$ cat src/dcd_defines.svh
// offsets, bit positions, reset values and cycle counts of the device control and diagnostic bank
// assumes byte-wide configuration accesses with byte offsets
`ifndef DCD_DEFINES_SVH
`define DCD_DEFINES_SVH

`define DCD_OFF_RETRY_STAT 8'h90
`define DCD_OFF_DEV_CTRL 8'h92
`define DCD_OFF_BIT_A 8'h93
`define DCD_ID_WORD_IDX 6'h00

`define DCD_DEV_PWR_LOCK 7
`define DCD_DEV_LV_FORCE 6
`define DCD_DEV_IO_BIT_A 5
`define DCD_DEV_RSVD 4
`define DCD_DEV_TEST 3
`define DCD_DEV_IRQ_HI 2
`define DCD_DEV_IRQ_LO 1
`define DCD_DEV_NAND 0

`define DCD_BIT_A_ID_MASK 7
`define DCD_BIT_A_SPARE 6
`define DCD_BIT_A_CSC_ROUTE 5
`define DCD_BIT_A_DT_DIS 4
`define DCD_BIT_A_REXT 3
`define DCD_BIT_A_CB_SEL 2
`define DCD_BIT_A_PCI_SEL 1
`define DCD_BIT_A_ASYNC 0

`define DCD_RS_PCI_EN 7
`define DCD_RS_CB_EN 6
`define DCD_RS_TEXP_CBB 5
`define DCD_RS_TEXP_CBA 3
`define DCD_RS_TEXP_PCI 1

`define DCD_DEV_RST 8'h66
`define DCD_BIT_A_RST 8'h61
`define DCD_RETRY_RST 8'hc0

`define DCD_RETRY_CYC 32768
`define DCD_DISCARD_SHORT_CYC 1024
`define DCD_DISCARD_LONG_CYC 32768
`define DCD_RETRY_LAT_SHORT 7'h10
`define DCD_RETRY_LAT_LONG 7'h40

`endif

$ cat src/dcd_pkg.sv
// types shared by the device control and diagnostic bank
// assumes nothing beyond a SystemVerilog tool
package dcd_pkg;
   typedef enum logic [1:0] {
      DCD_IRQ_PARALLEL = 2'h0,
      DCD_IRQ_RESERVED = 2'h1,
      DCD_IRQ_SER_PAR = 2'h2,
      DCD_IRQ_SERIAL = 2'h3
   } dcd_irq_mode_t;

   typedef struct packed {
      logic valid;
      logic wr;
      logic func;
      logic [7:0] addr;
      logic [7:0] wdata;
   } dcd_cfg_req_t;
endpackage

$ cat src/dcd_regs.sv
// device control, diagnostic and retry status registers of a two-function socket bridge
// assumes one-cycle byte-wide configuration requests on the reference clock; i_arst_n is the global reset
`timescale 1ns/1ps
`include "dcd_defines.svh"

// Contract
// power lock set: power-down requests ignored while function is in D3
// bit 6 forces the 3-V capability report; resets to 1
// bit 5 is a read/write diagnostic bit resetting to 1
// bit 4 reads zero; writes change nothing
// test bit shortens interrogation counter; software writes only zero
// two-bit interrupt mode field, four encodings, resets to 11
// bit 0 enables nand tree over input and two-way pins only
// global bits have one copy shared by both functions
// protected bits clear only on global reset
// diagnostic bit 7 set makes vendor and device ID reads all ones
// status change routing by 803 bit 4, or 805 high nibble zero
// diagnostic bit 4 disables delayed transactions
// diagnostic bit 3 extends retry latency from 16 to 64
// card side discard period 2^10 when bit 2 set, else 2^15
// host side discard period 2^10 when bit 1 set, else 2^15
// diagnostic bit 0 set generates status change interrupt asynchronously
// device control visible from both functions, shared storage; the code keeps bits 7 and 5 as one copy per function
// retry flags set after 2^15 clocks; write one clears
// diagnostic bit 6 plain storage resetting to 1, no effect
module dcd_regs #(
   parameter logic [15:0] VENDOR_ID = 16'h1234, // arbitrary value
   parameter logic [15:0] DEVICE_ID = 16'h5678, // arbitrary value
   parameter int RETRY_CYC = `DCD_RETRY_CYC,
   parameter int DISCARD_LONG_CYC = `DCD_DISCARD_LONG_CYC,
   parameter int DISCARD_SHORT_CYC = `DCD_DISCARD_SHORT_CYC,
   parameter int NAND_W = 8
) (
   // clock and global reset
   input wire logic i_ref_clk,
   input wire logic i_arst_n,
   // configuration access
   input wire dcd_pkg::dcd_cfg_req_t i_cfg,
   output logic o_cfg_ack,
   output logic [7:0] o_cfg_rdata,
   // socket power, one per function
   input wire logic [1:0] i_pwr_down_req,
   input wire logic [1:0] i_in_d3,
   output logic [1:0] o_sock_pwr_down,
   // configuration outputs
   output logic o_low_voltage_socket_force,
   output logic [1:0] o_io_bit_a_bit,
   output logic o_interrog_short,
   output dcd_pkg::dcd_irq_mode_t o_irq_signaling_select,
   output logic o_delayed_txn_disable,
   output logic [6:0] o_retry_latency_limit,
   // retry and discard timing
   input wire logic [2:0] i_retry_pending,
   input wire logic i_card_discard_run,
   input wire logic i_host_discard_run,
   output logic o_card_side_discard_expire,
   output logic o_host_side_discard_expire,
   // card status change, one per socket
   input wire logic [1:0] i_card_status_change,
   input wire logic [1:0] i_compat_803_b4,
   input wire logic [7:0] i_compat_805_hi,
   input wire logic i_clk_running,
   output logic [1:0] o_csc_irq,
   // nand tree
   input wire logic [NAND_W-1:0] i_nand_pins,
   output logic o_nand_out
);
   localparam logic [7:0] DEV_RST = `DCD_DEV_RST;
   localparam logic [7:0] BIT_A_RST = `DCD_BIT_A_RST;
   localparam logic [7:0] RETRY_RST = `DCD_RETRY_RST;
   localparam logic [15:0] RETRY_LIM = 16'(RETRY_CYC);
   localparam logic [15:0] DISC_LONG = 16'(DISCARD_LONG_CYC);
   localparam logic [15:0] DISC_SHORT = 16'(DISCARD_SHORT_CYC);

   // shared storage
   logic lv_force_q;
   logic test_q;
   dcd_pkg::dcd_irq_mode_t irq_mode_q;
   logic nand_en_q;
   logic id_mask_q;
   logic dt_dis_q;
   logic rext_q;
   logic cb_sel_q;
   logic pci_sel_q;
   logic async_q;
   logic pci_ren_q;
   logic cb_ren_q;
   logic [2:0] texp_q;
   logic [6:0] lat_q;
   // per-function storage, then access answer and retry expiry pulses
   logic pwr_lock_q [2];
   logic io_bit_a_q [2];
   logic spare_q [2];
   logic csc_route_q [2];
   logic [1:0] pwr_down_q;
   logic [1:0] csc_irq_q;
   logic ack_q;
   logic [7:0] rdata_q;
   logic [2:0] retry_exp;

   // decode
   wire wr_any = i_cfg.valid & i_cfg.wr;
   wire wr_dev = wr_any & (i_cfg.addr == `DCD_OFF_DEV_CTRL);
   wire wr_bit_a = wr_any & (i_cfg.addr == `DCD_OFF_BIT_A);
   wire wr_retry = wr_any & (i_cfg.addr == `DCD_OFF_RETRY_STAT);
   wire hit_id = (i_cfg.addr[7:2] == `DCD_ID_WORD_IDX);
   wire [7:0] wd = i_cfg.wdata;

   // read selection
   wire [7:0] dev_rd = {pwr_lock_q[i_cfg.func], lv_force_q, io_bit_a_q[i_cfg.func], 1'h0,
                        test_q, irq_mode_q, nand_en_q};
   wire [7:0] bit_a_rd = {id_mask_q, spare_q[i_cfg.func], csc_route_q[i_cfg.func], dt_dis_q,
                         rext_q, cb_sel_q, pci_sel_q, async_q};
   wire [7:0] retry_rd = {pci_ren_q, cb_ren_q, texp_q[2], 1'h0, texp_q[1], 1'h0, texp_q[0], 1'h0};
   wire [31:0] id_word = {DEVICE_ID, VENDOR_ID};
   wire [4:0] id_sh = {i_cfg.addr[1:0], 3'h0};
   wire [7:0] id_byte = id_mask_q ? 8'hff : id_word[id_sh +: 8];
   wire [7:0] rd_mux = hit_id ? id_byte :
                       (i_cfg.addr == `DCD_OFF_DEV_CTRL) ? dev_rd :
                       (i_cfg.addr == `DCD_OFF_BIT_A) ? bit_a_rd :
                       (i_cfg.addr == `DCD_OFF_RETRY_STAT) ? retry_rd : 8'h00;

   // retry flag update, set wins over write-one clear
   wire [2:0] texp_clr = wr_retry ? {wd[`DCD_RS_TEXP_CBB], wd[`DCD_RS_TEXP_CBA], wd[`DCD_RS_TEXP_PCI]} : 3'h0;
   wire [2:0] texp_d = (texp_q & ~texp_clr) | retry_exp;
   wire [2:0] retry_en = {cb_ren_q, cb_ren_q, pci_ren_q};
   wire [6:0] lat_d = rext_q ? `DCD_RETRY_LAT_LONG : `DCD_RETRY_LAT_SHORT;

   // access answer
   always_ff @(posedge i_ref_clk or negedge i_arst_n) begin
      if (!i_arst_n) begin
         ack_q <= 1'h0;
         rdata_q <= 8'h00;
      end else begin
         ack_q <= i_cfg.valid;
         rdata_q <= (i_cfg.valid && !i_cfg.wr) ? rd_mux : 8'h00;
      end
   end

   // global bits: one copy, written from either function
   always_ff @(posedge i_ref_clk or negedge i_arst_n) begin
      if (!i_arst_n) begin
         lv_force_q <= DEV_RST[`DCD_DEV_LV_FORCE];
         test_q <= DEV_RST[`DCD_DEV_TEST];
         irq_mode_q <= dcd_pkg::dcd_irq_mode_t'(DEV_RST[`DCD_DEV_IRQ_HI:`DCD_DEV_IRQ_LO]);
         nand_en_q <= DEV_RST[`DCD_DEV_NAND];
      end else if (wr_dev) begin
         lv_force_q <= wd[`DCD_DEV_LV_FORCE];
         test_q <= wd[`DCD_DEV_TEST];
         irq_mode_q <= dcd_pkg::dcd_irq_mode_t'(wd[`DCD_DEV_IRQ_HI:`DCD_DEV_IRQ_LO]);
         nand_en_q <= wd[`DCD_DEV_NAND];
      end
   end

   always_ff @(posedge i_ref_clk or negedge i_arst_n) begin
      if (!i_arst_n) begin
         id_mask_q <= BIT_A_RST[`DCD_BIT_A_ID_MASK];
         dt_dis_q <= BIT_A_RST[`DCD_BIT_A_DT_DIS];
         rext_q <= BIT_A_RST[`DCD_BIT_A_REXT];
         cb_sel_q <= BIT_A_RST[`DCD_BIT_A_CB_SEL];
         pci_sel_q <= BIT_A_RST[`DCD_BIT_A_PCI_SEL];
         async_q <= BIT_A_RST[`DCD_BIT_A_ASYNC];
      end else if (wr_bit_a) begin
         id_mask_q <= wd[`DCD_BIT_A_ID_MASK];
         dt_dis_q <= wd[`DCD_BIT_A_DT_DIS];
         rext_q <= wd[`DCD_BIT_A_REXT];
         cb_sel_q <= wd[`DCD_BIT_A_CB_SEL];
         pci_sel_q <= wd[`DCD_BIT_A_PCI_SEL];
         async_q <= wd[`DCD_BIT_A_ASYNC];
      end
   end

   always_ff @(posedge i_ref_clk or negedge i_arst_n) begin
      if (!i_arst_n) begin
         pci_ren_q <= RETRY_RST[`DCD_RS_PCI_EN];
         cb_ren_q <= RETRY_RST[`DCD_RS_CB_EN];
         texp_q <= 3'h0;
         lat_q <= `DCD_RETRY_LAT_SHORT;
      end else begin
         pci_ren_q <= wr_retry ? wd[`DCD_RS_PCI_EN] : pci_ren_q;
         cb_ren_q <= wr_retry ? wd[`DCD_RS_CB_EN] : cb_ren_q;
         texp_q <= texp_d;
         lat_q <= lat_d;
      end
   end

   // per-function bits, status change routing and power-down gating
   for (genvar f = 0; f < 2; f++) begin : g_func
      wire wr_dev_f = wr_dev & (i_cfg.func == 1'(f));
      wire wr_bit_a_f = wr_bit_a & (i_cfg.func == 1'(f));
      wire route_ok = csc_route_q[f] ? (i_compat_805_hi[4*f +: 4] == 4'h0) : i_compat_803_b4[f];
      wire csc_d = i_card_status_change[f] & route_ok & (async_q | i_clk_running);
      wire pwr_d = i_pwr_down_req[f] & ~(pwr_lock_q[f] & i_in_d3[f]);

      always_ff @(posedge i_ref_clk or negedge i_arst_n) begin
         if (!i_arst_n) begin
            pwr_lock_q[f] <= DEV_RST[`DCD_DEV_PWR_LOCK];
            io_bit_a_q[f] <= DEV_RST[`DCD_DEV_IO_BIT_A];
            spare_q[f] <= BIT_A_RST[`DCD_BIT_A_SPARE];
            csc_route_q[f] <= BIT_A_RST[`DCD_BIT_A_CSC_ROUTE];
            pwr_down_q[f] <= 1'h0;
            csc_irq_q[f] <= 1'h0;
         end else begin
            pwr_lock_q[f] <= wr_dev_f ? wd[`DCD_DEV_PWR_LOCK] : pwr_lock_q[f];
            io_bit_a_q[f] <= wr_dev_f ? wd[`DCD_DEV_IO_BIT_A] : io_bit_a_q[f];
            spare_q[f] <= wr_bit_a_f ? wd[`DCD_BIT_A_SPARE] : spare_q[f];
            csc_route_q[f] <= wr_bit_a_f ? wd[`DCD_BIT_A_CSC_ROUTE] : csc_route_q[f];
            pwr_down_q[f] <= pwr_d;
            csc_irq_q[f] <= csc_d;
         end
      end
   end

   // retry time-out counters: pci, card target a, card target b
   for (genvar k = 0; k < 3; k++) begin : g_retry
      dcd_event_timer #(.CNT_W(16)) u_retry (
         .i_ref_clk(i_ref_clk),
         .i_arst_n(i_arst_n),
         .i_run(i_retry_pending[k] & retry_en[k]),
         .i_limit(RETRY_LIM),
         .o_expire(retry_exp[k])
      );
   end

   // delayed-transaction discard timers
   dcd_event_timer #(.CNT_W(16)) u_card_discard (
      .i_ref_clk(i_ref_clk),
      .i_arst_n(i_arst_n),
      .i_run(i_card_discard_run),
      .i_limit(cb_sel_q ? DISC_SHORT : DISC_LONG),
      .o_expire(o_card_side_discard_expire)
   );

   dcd_event_timer #(.CNT_W(16)) u_host_discard (
      .i_ref_clk(i_ref_clk),
      .i_arst_n(i_arst_n),
      .i_run(i_host_discard_run),
      .i_limit(pci_sel_q ? DISC_SHORT : DISC_LONG),
      .o_expire(o_host_side_discard_expire)
   );

   dcd_nand_tree #(.NAND_W(NAND_W)) u_nand (
      .i_ref_clk(i_ref_clk),
      .i_arst_n(i_arst_n),
      .i_en(nand_en_q),
      .i_pins(i_nand_pins),
      .o_out(o_nand_out)
   );

   // outputs
   assign o_cfg_ack = ack_q;
   assign o_cfg_rdata = rdata_q;
   assign o_sock_pwr_down = pwr_down_q;
   assign o_low_voltage_socket_force = lv_force_q;
   assign o_io_bit_a_bit = {io_bit_a_q[1], io_bit_a_q[0]};
   assign o_interrog_short = test_q;
   assign o_irq_signaling_select = irq_mode_q;
   assign o_delayed_txn_disable = dt_dis_q;
   assign o_retry_latency_limit = lat_q;
   assign o_csc_irq = csc_irq_q;
endmodule

$ cat src/dcd_event_timer.sv
// run-length timer: pulses once when its run input has been high for i_limit cycles
// assumes run is a same-clock level that drops to restart the count
`timescale 1ns/1ps
module dcd_event_timer #(
   parameter int CNT_W = 16
) (
   // clock and reset
   input wire logic i_ref_clk,
   input wire logic i_arst_n,
   // control
   input wire logic i_run,
   input wire logic [CNT_W-1:0] i_limit,
   // event
   output logic o_expire
);
   logic [CNT_W-1:0] cnt_q;
   logic done_q;
   wire at_end = (cnt_q == (i_limit - CNT_W'(1)));

   always_ff @(posedge i_ref_clk or negedge i_arst_n) begin
      if (!i_arst_n) begin
         cnt_q <= '0;
         done_q <= 1'h0;
         o_expire <= 1'h0;
      end else if (!i_run) begin
         cnt_q <= '0;
         done_q <= 1'h0;
         o_expire <= 1'h0;
      end else begin
         cnt_q <= done_q ? cnt_q : cnt_q + CNT_W'(1);
         done_q <= done_q | at_end;
         o_expire <= !done_q && at_end;
      end
   end
endmodule

$ cat src/dcd_nand_tree.sv
// nand tree diagnostic chain over the synchronised input and two-way pins
// assumes pins are asynchronous to the reference clock
`timescale 1ns/1ps
module dcd_nand_tree #(
   parameter int NAND_W = 8
) (
   // clock and reset
   input wire logic i_ref_clk,
   input wire logic i_arst_n,
   // control
   input wire logic i_en,
   // pins
   input wire logic [NAND_W-1:0] i_pins,
   // chain result
   output logic o_out
);
   logic [NAND_W-1:0] s1_q;
   logic [NAND_W-1:0] s2_q;
   logic [NAND_W-1:0] s3_q;
   logic [NAND_W-1:0] val_q;
   logic [NAND_W:0] chain;

   assign chain[0] = 1'h1;

   for (genvar i = 0; i < NAND_W; i++) begin : g_bit
      always_ff @(posedge i_ref_clk or negedge i_arst_n) begin
         if (!i_arst_n) begin
            s1_q[i] <= 1'h0;
            s2_q[i] <= 1'h0;
            s3_q[i] <= 1'h0;
            val_q[i] <= 1'h0;
         end else begin
            s1_q[i] <= i_pins[i];
            s2_q[i] <= s1_q[i];
            s3_q[i] <= s2_q[i];
            val_q[i] <= (s2_q[i] == s3_q[i]) ? s2_q[i] : val_q[i];
         end
      end
      assign chain[i+1] = ~(val_q[i] & chain[i]);
   end

   always_ff @(posedge i_ref_clk or negedge i_arst_n) begin
      if (!i_arst_n) begin
         o_out <= 1'h0;
      end else begin
         o_out <= i_en & chain[NAND_W];
      end
   end
endmodule

$ cat config.mk
export PLATFORM = sky130hd
export DESIGN_NAME = dcd_regs
export DESIGN_NICKNAME = d
export VERILOG_FILES = /design/src/dcd_pkg.sv /design/src/dcd_regs.sv /design/src/dcd_event_timer.sv /design/src/dcd_nand_tree.sv
export VERILOG_INCLUDE_DIRS = /design/src
export SDC_FILE = /design/constraint.sdc
export NUM_CORES = 1
export LEC_CHECK = 0
export ABC_CLOCK_PERIOD_IN_PS = 1600
export BUFFER_PORTS_ARGS = -buffer_cell sky130_fd_sc_hd__buf_2
export CORE_MARGIN = 5
export CORE_UTILIZATION = 50
export CTS_BUF_LIST = sky130_fd_sc_hd__clkbuf_8
export CTS_CLUSTER_DIAMETER = 120
export DETAILED_ROUTE_END_ITERATION = 8
export GPL_ROUTABILITY_DRIVEN = 0
export PLACE_DENSITY = 0.77
export SYNTH_ARGS = -nofsm -noshare
export SYNTH_HDL_FRONTEND = slang
export SYNTH_SLANG_ARGS = --single-unit
$ cat constraint.sdc
create_clock -name i_ref_clk -period 1.6 [get_ports i_ref_clk]
set_input_delay 0.08 -clock i_ref_clk [delete_from_list [all_inputs] [get_ports i_ref_clk]]
set_output_delay 0.08 -clock i_ref_clk [all_outputs]
set_load 0.02 [all_outputs]
### Word-level counts from Yosys, hierarchy flattened

Index checks and enable logic that the tools add are counted.

| word-level totals | value |
|---|---|
| register bits | 167 |
| input port bits | 51 |
| word-level logic and storage cells | 213 |
| output and inout port bits | 30 |

| cells by class | value |
|---|---|
| bitwise logic cells | 48 |
| reductions and logical operators | 15 |
| shift-type cells | 1 |
| $lt $le $gt $ge | 1 |
| muxes and demuxes | 44 |
| eq/ne operators | 21 |
| add/sub/neg operators | 7 |

Operators by type and width:

| operator | count |
|---|---|
| two-way mux 16 bit | 12 |
| adder 16 x 1 -> 16 bit, second input constant | 5 |
| == test 16 x 15 -> 1 bit, second input constant | 3 |
| two-way mux 8 bit | 6 |
| == test 16 bit | 2 |
| variable part select 32 x 6 -> 8 bit, first input constant | 1 |
| subtractor 16 x 1 -> 16 bit, second input constant | 2 |
| AND 1 bit | 27 |
| == test 8 bit, second input constant | 3 |
| two-way mux 1 bit | 24 |
| NOT 1 bit | 11 |
| != test 2 bit, second input constant | 5 |
| == test 1 bit | 8 |
| logical NOT 4 bit | 2 |
| two-way mux 7 bit | 1 |
| logical AND 1 bit | 6 |
| logical NOT 1 bit | 6 |
| logical NOT 6 bit | 1 |
| bitwise OR 1 bit | 6 |
| AND 3 bit | 1 |
| two-way mux 3 bit | 1 |
| NOT 3 bit | 1 |
| bitwise OR 3 bit | 1 |
| >= comparator 2 bit, second input constant | 1 |
| NOT 1 -> 2 bit | 1 |

### Logic depth before layout (Yosys ltp)

| depth | value |
|---|---|
| depth in word-level cells | 16 |
| gate-level depth with buffers | 8 |
| depth with buffers taken out | 6 |

### Hierarchy

Synthesis repeated with hierarchy kept, for this count alone.

| unflattened totals | value |
|---|---|
| cells, all modules | 979 |
| area total of the unflattened synthesis | 9698.1 um2 |

Modules (own cells, without submodules):

| module | area an instance (um2) | times used | cells an instance | sequential area each (um2) |
|---|---|---|---|---|
| dcd_event_timer | 1373.8 | 5 | 155 | 450.4 |
| dcd_regs | 1889.3 | 1 | 157 | 992.2 |
| dcd_nand_tree | 939.7 | 1 | 47 | 825.8 |

### Worst setup path before layout

OpenSTA, ideal clock, no wires.

| path | value |
|---|---|
| path type | register -> register |
| start point | register g_retry[2].u_retry.cnt_q[3] |
| end point | register g_retry[2].u_retry.cnt_q[15] |
| path slack | -0.220 ns |
| cell stages (with the launch flop) | 5 |
| setup time | 0.079 ns |
| buffers on the path | 0 |
| required time | 1.521 ns |
| arrival time | 1.741 ns |
| clock period less this slack | 1.820 ns |
| cells stage by stage | dfrtp_1 > nand4_4 > or4_4 > or4_1 > a21oi_1 |

| on the way | value |
|---|---|
| cells in the longest elaborated chain, start to end | 3 |

RTL lines:

| item | line | text |
|---|---|---|
| start, declared | dcd_event_timer.sv:16 | `logic [CNT_W-1:0] cnt_q;` |
| start signal, assigned | dcd_event_timer.sv:30 | `cnt_q <= done_q ? cnt_q : cnt_q + CNT_W'(1);` |
| adder 16 x 1 -> 16 bit | dcd_event_timer.sv:30 |  |
| two-way mux 16 bit | dcd_event_timer.sv:30 |  |
| two-way mux 16 bit | dcd_event_timer.sv:25 | `end else if (!i_run) begin` |

No other way between the ends. The select of a mux whose other input is x is not followed.
A chain may end at the register's enable or synchronous reset.

### Worst setup path after layout

| path | value |
|---|---|
| start point | register u_card_discard.cnt_q[11] |
| end point | register u_card_discard.done_q |

| on the way | value |
|---|---|
| cells in the longest elaborated chain, start to end | 3 |

RTL lines:

| item | line | text |
|---|---|---|
| start, declared | dcd_event_timer.sv:16 |  |
| start signal, assigned | dcd_event_timer.sv:30 |  |
| == test 16 bit | dcd_event_timer.sv:18 | `wire at_end = (cnt_q == (i_limit - CNT_W'(1)));` |
| bitwise OR 1 bit | dcd_event_timer.sv:31 | `done_q <= done_q \| at_end;` |
| two-way mux 1 bit | dcd_event_timer.sv:25 |  |
| end signal, assigned | dcd_event_timer.sv:31 |  |
| end, declared | dcd_event_timer.sv:17 | `logic done_q;` |

No other way between the ends.

==> flow_metrics.tcl <==
set metrics [dict create \
    status "finished with violations" \
    violations "setup timing" \
    dpl.hpwl_um 11200 \
    die_x_um 130 \
    irDropWorstVdd_v 0.000674 \
    insertion_delay_ns 0.46 \
    yosys.area.top_type "dfrtp_1" \
    vias 5570 \
    clkSlewWorstSetupHoldPaths_ns 0.09 \
    critical_path.endpoint "u_card_discard.done_q" \
    dpl_cell_area_mm2 0.00814 \
    drt-total-wl_um 16700 \
    switching_share_pct 25.3 \
    final_hold_viol_count 0 \
    dr.first_iter.drc_count 309 \
    maxCapViolations 0 \
    ys.flop_type "dfrtp_1" \
    synthArstFlopShare_pct 100 \
    worstPathMaxFanout 2 \
    synth_common_cells "dfrtp_1 (149), nor2_1 (62), nand2_1 (47)" \
    htree_levels 4 \
    start_kind "flop" \
    power_uw 7460 \
    cts-root-buf "clkbuf_8" \
    rsz0062_at_grt "true" \
    area_growth_pct 25.5 \
    grt_max_degree 56 \
    antenna_left 0 \
    cp.depth 4 \
    p_leak_uw 0.00406 \
    fin_ws_ns -0.192 \
    track_usage_pct 20.6 \
    ys_types 52 \
    preCtsSetupSlack_ns -0.0897 \
    synth.cell_area_mm2 0.00719 \
    cts_made_buffers 17 \
    crit_family "simple AND/OR/NAND/NOR gates" \
    synth-warning-count 0 \
    r2r-start "u_card_discard.cnt_q[11]" \
    grt_pass1_wl_um 27500 \
    cts_max_path_buffers 2 \
    max_stage_delay_ns 0.54 \
    pwr-share-seq_pct 56.8 \
    row_count 43 \
    cts_tree "yes" \
    path_cells "or4_4 -> o32a_1 -> or3_4 -> o31ai_2" \
    cp_slowest_cell "or4_4" \
    crit_buf_inv 0 \
    comb_power_share_pct 6.4 \
    nNetsFinal 882 \
    reg2reg_to "u_card_discard.done_q" \
    routedWlPerCell_um 16.4 \
    p_clk_share_pct 36.8 \
    grt_pass1_vias 5905 \
    period_share_pct 112 \
    fmax_mhz 558 \
    dieArea_mm2 0.0169 \
    ys_seq_elements 162 \
    hold_path_class "input pin to flop" \
    gr-total-overflow 0 \
    ys_seq_area_share_pct 56.6 \
    power_switching_uw 1880 \
    synth_edf_count 0 \
    synth.avg_cell_area_um2 11.0 \
    dr.pass1.iters 4 \
    vias_per_cell 5.48 \
    synthTopCellsByArea "dfrtp_1 (52%), dfstp_2 (4.7%), mux2_2 (3.6%), xnor2_1 (3.5%), nor2_1 (3.2%)" \
    drcViolationCount 0 \
    drive_above_1_share_pct 28.0 \
    clock_skew_ns 0.0109 \
    fin_crit_ns 1.79 \
    io-pin-count 81 \
    tightest_slew_ns 0.708 \
    end_kind "flop" \
    synth_top_area_share_pct 51.8 \
    slew_headroom_pct 52.4 \
    criticalPathCategory "flop to flop" \
    synth_most_common_cell "dfrtp_1" \
    io_buffer_count 75 \
    r2r_cells 4 \
    arrival_ns 2.17 \
    powerDensity_mw_per_mm2 826 \
    die_y_um 130 \
    cell_internal_pwr_uw 5570 \
    critical_path_required_ns 1.97 \
    clock-sinks 162 \
    core_mm2 0.0140 \
    antenna_found_initial 2 \
    reg2reg_slack_ns -0.19 \
    synthCells 652 \
    final_max_slew_viol_count 0 \
    start_util_pct 51.4 \
    stdcell_area_mm2 0.00903 \
    setup_viol 4 \
    startpoint "u_card_discard.cnt_q[11]" \
]
placed cells by master (no fill, tap or decap), types with 12 or more instances in the layout:
cell           Yosys  final
dfrtp_1          149    149
buf_2              0     74
nor2_1            62     62
buf_4              5     56
nand2_1           47     46
dlygate4sd3_1      0     35
xnor2_1           29     29
nand3_1           27     26
xor2_1            25     25
nand4_1           23     23
mux2_2            23     23
o21ai_0           20     20
clkbuf_8           0     19
and2_1            17     17
a21oi_1           18     16
inv_1             15     16
nor3_1            15     14
dfstp_2           13     13
mux2i_1           13     12
area by class of cell:
cell class	instances	area, um^2
diodes	1	2.50
clock buffers	19	262
clock inverters	13	101
fillers	1085	4960
inverters	15	56.3
multi-input cells	458	3100
flip-flops and latches	162	4070
well taps	180	225
repair buffers	169	1210
power groups by stage:
stage	sequential, uW	combinational (uW)	clock, uW
floorplan	4320	161	0
CTS	4240	474	2800
global route	4250	531	3000
global placement	4310	388	0
detailed placement	4320	404	0
finish	4240	479	2740
logic make-up after synthesis:
kind of cell / share of synthesized area (%)
compound gates: 6.11
xor+xnor: 6.58
fa+ha+maj: 2.51
buf+inv: 2.14
flops: 56.6
mux: 5.41
other cells: 0.0521
simple gates: 20.6
registers in the layout (all words and copies together), names as in the netlist, 3 cells and up:
register                  flops
g_retry.u_retry.cnt_q        48
u_card_discard.cnt_q         16
u_host_discard.cnt_q         16
o_cfg_rdata                   8
u_nand.s1_q                   8
u_nand.s2_q                   8
u_nand.s3_q                   8
u_nand.val_q                  8
g_retry.u_retry.done_q        3
g_retry.u_retry.o_expire      3
texp_q                        3
per-layer routing:
metal	vias to the layer above	GRT usage [%]	wire length [um]
met1	2793	24.4	6770
met3	43	5.94	789
met5	-	0	13
li1	2623	-	-
met2	109	35.0	8660
met4	2	8.80	484
timing repair:
item | CTS | global route
endpoints found under the hold margin | 174 | 0
resized for setup | 3 | 21
setup buffers | 2 | 6
hold buffers | 35 | 0
pin swaps | 1 | 9
endpoints found under the setup margin | 3 | 22
worst min-delay path, cell delays in order:
cell and delay, ns:
buf_2 0.11, and2_1 0.17, o21a_1 0.11
per-stage QoR:
step	TNS, ns	util, %	hold WS [ns]	instances
2_1_floorplan	-0.129	-	-0.216	656
6_report	-0.497	64.5	0.0445	1017
4_1_cts	-0.208	63.5	0.0147	1010
5_1_grt	-1.01	64.5	0.0212	1017
3_5_place_dp	-0.244	58.2	0.0829	941
3_3_place_gp	-0.102	58.2	0.0753	941
worst min path at each step:
stage,startpoint,to,slack [ns],cells past startpoint
floorplan,i_arst_n,cb_sel_q,-0.22,0
global placement,i_arst_n,u_card_discard.cnt_q[9],0.08,1
detailed placement,i_arst_n,u_card_discard.o_expire,0.08,1
CTS,i_retry_pending[0],g_retry[0].u_retry.done_q,0.01,3
global route,i_retry_pending[0],g_retry[0].u_retry.done_q,0.02,3
finish,i_retry_pending[0],g_retry[0].u_retry.done_q,0.04,3
Power figures use the tool's default switching activity.
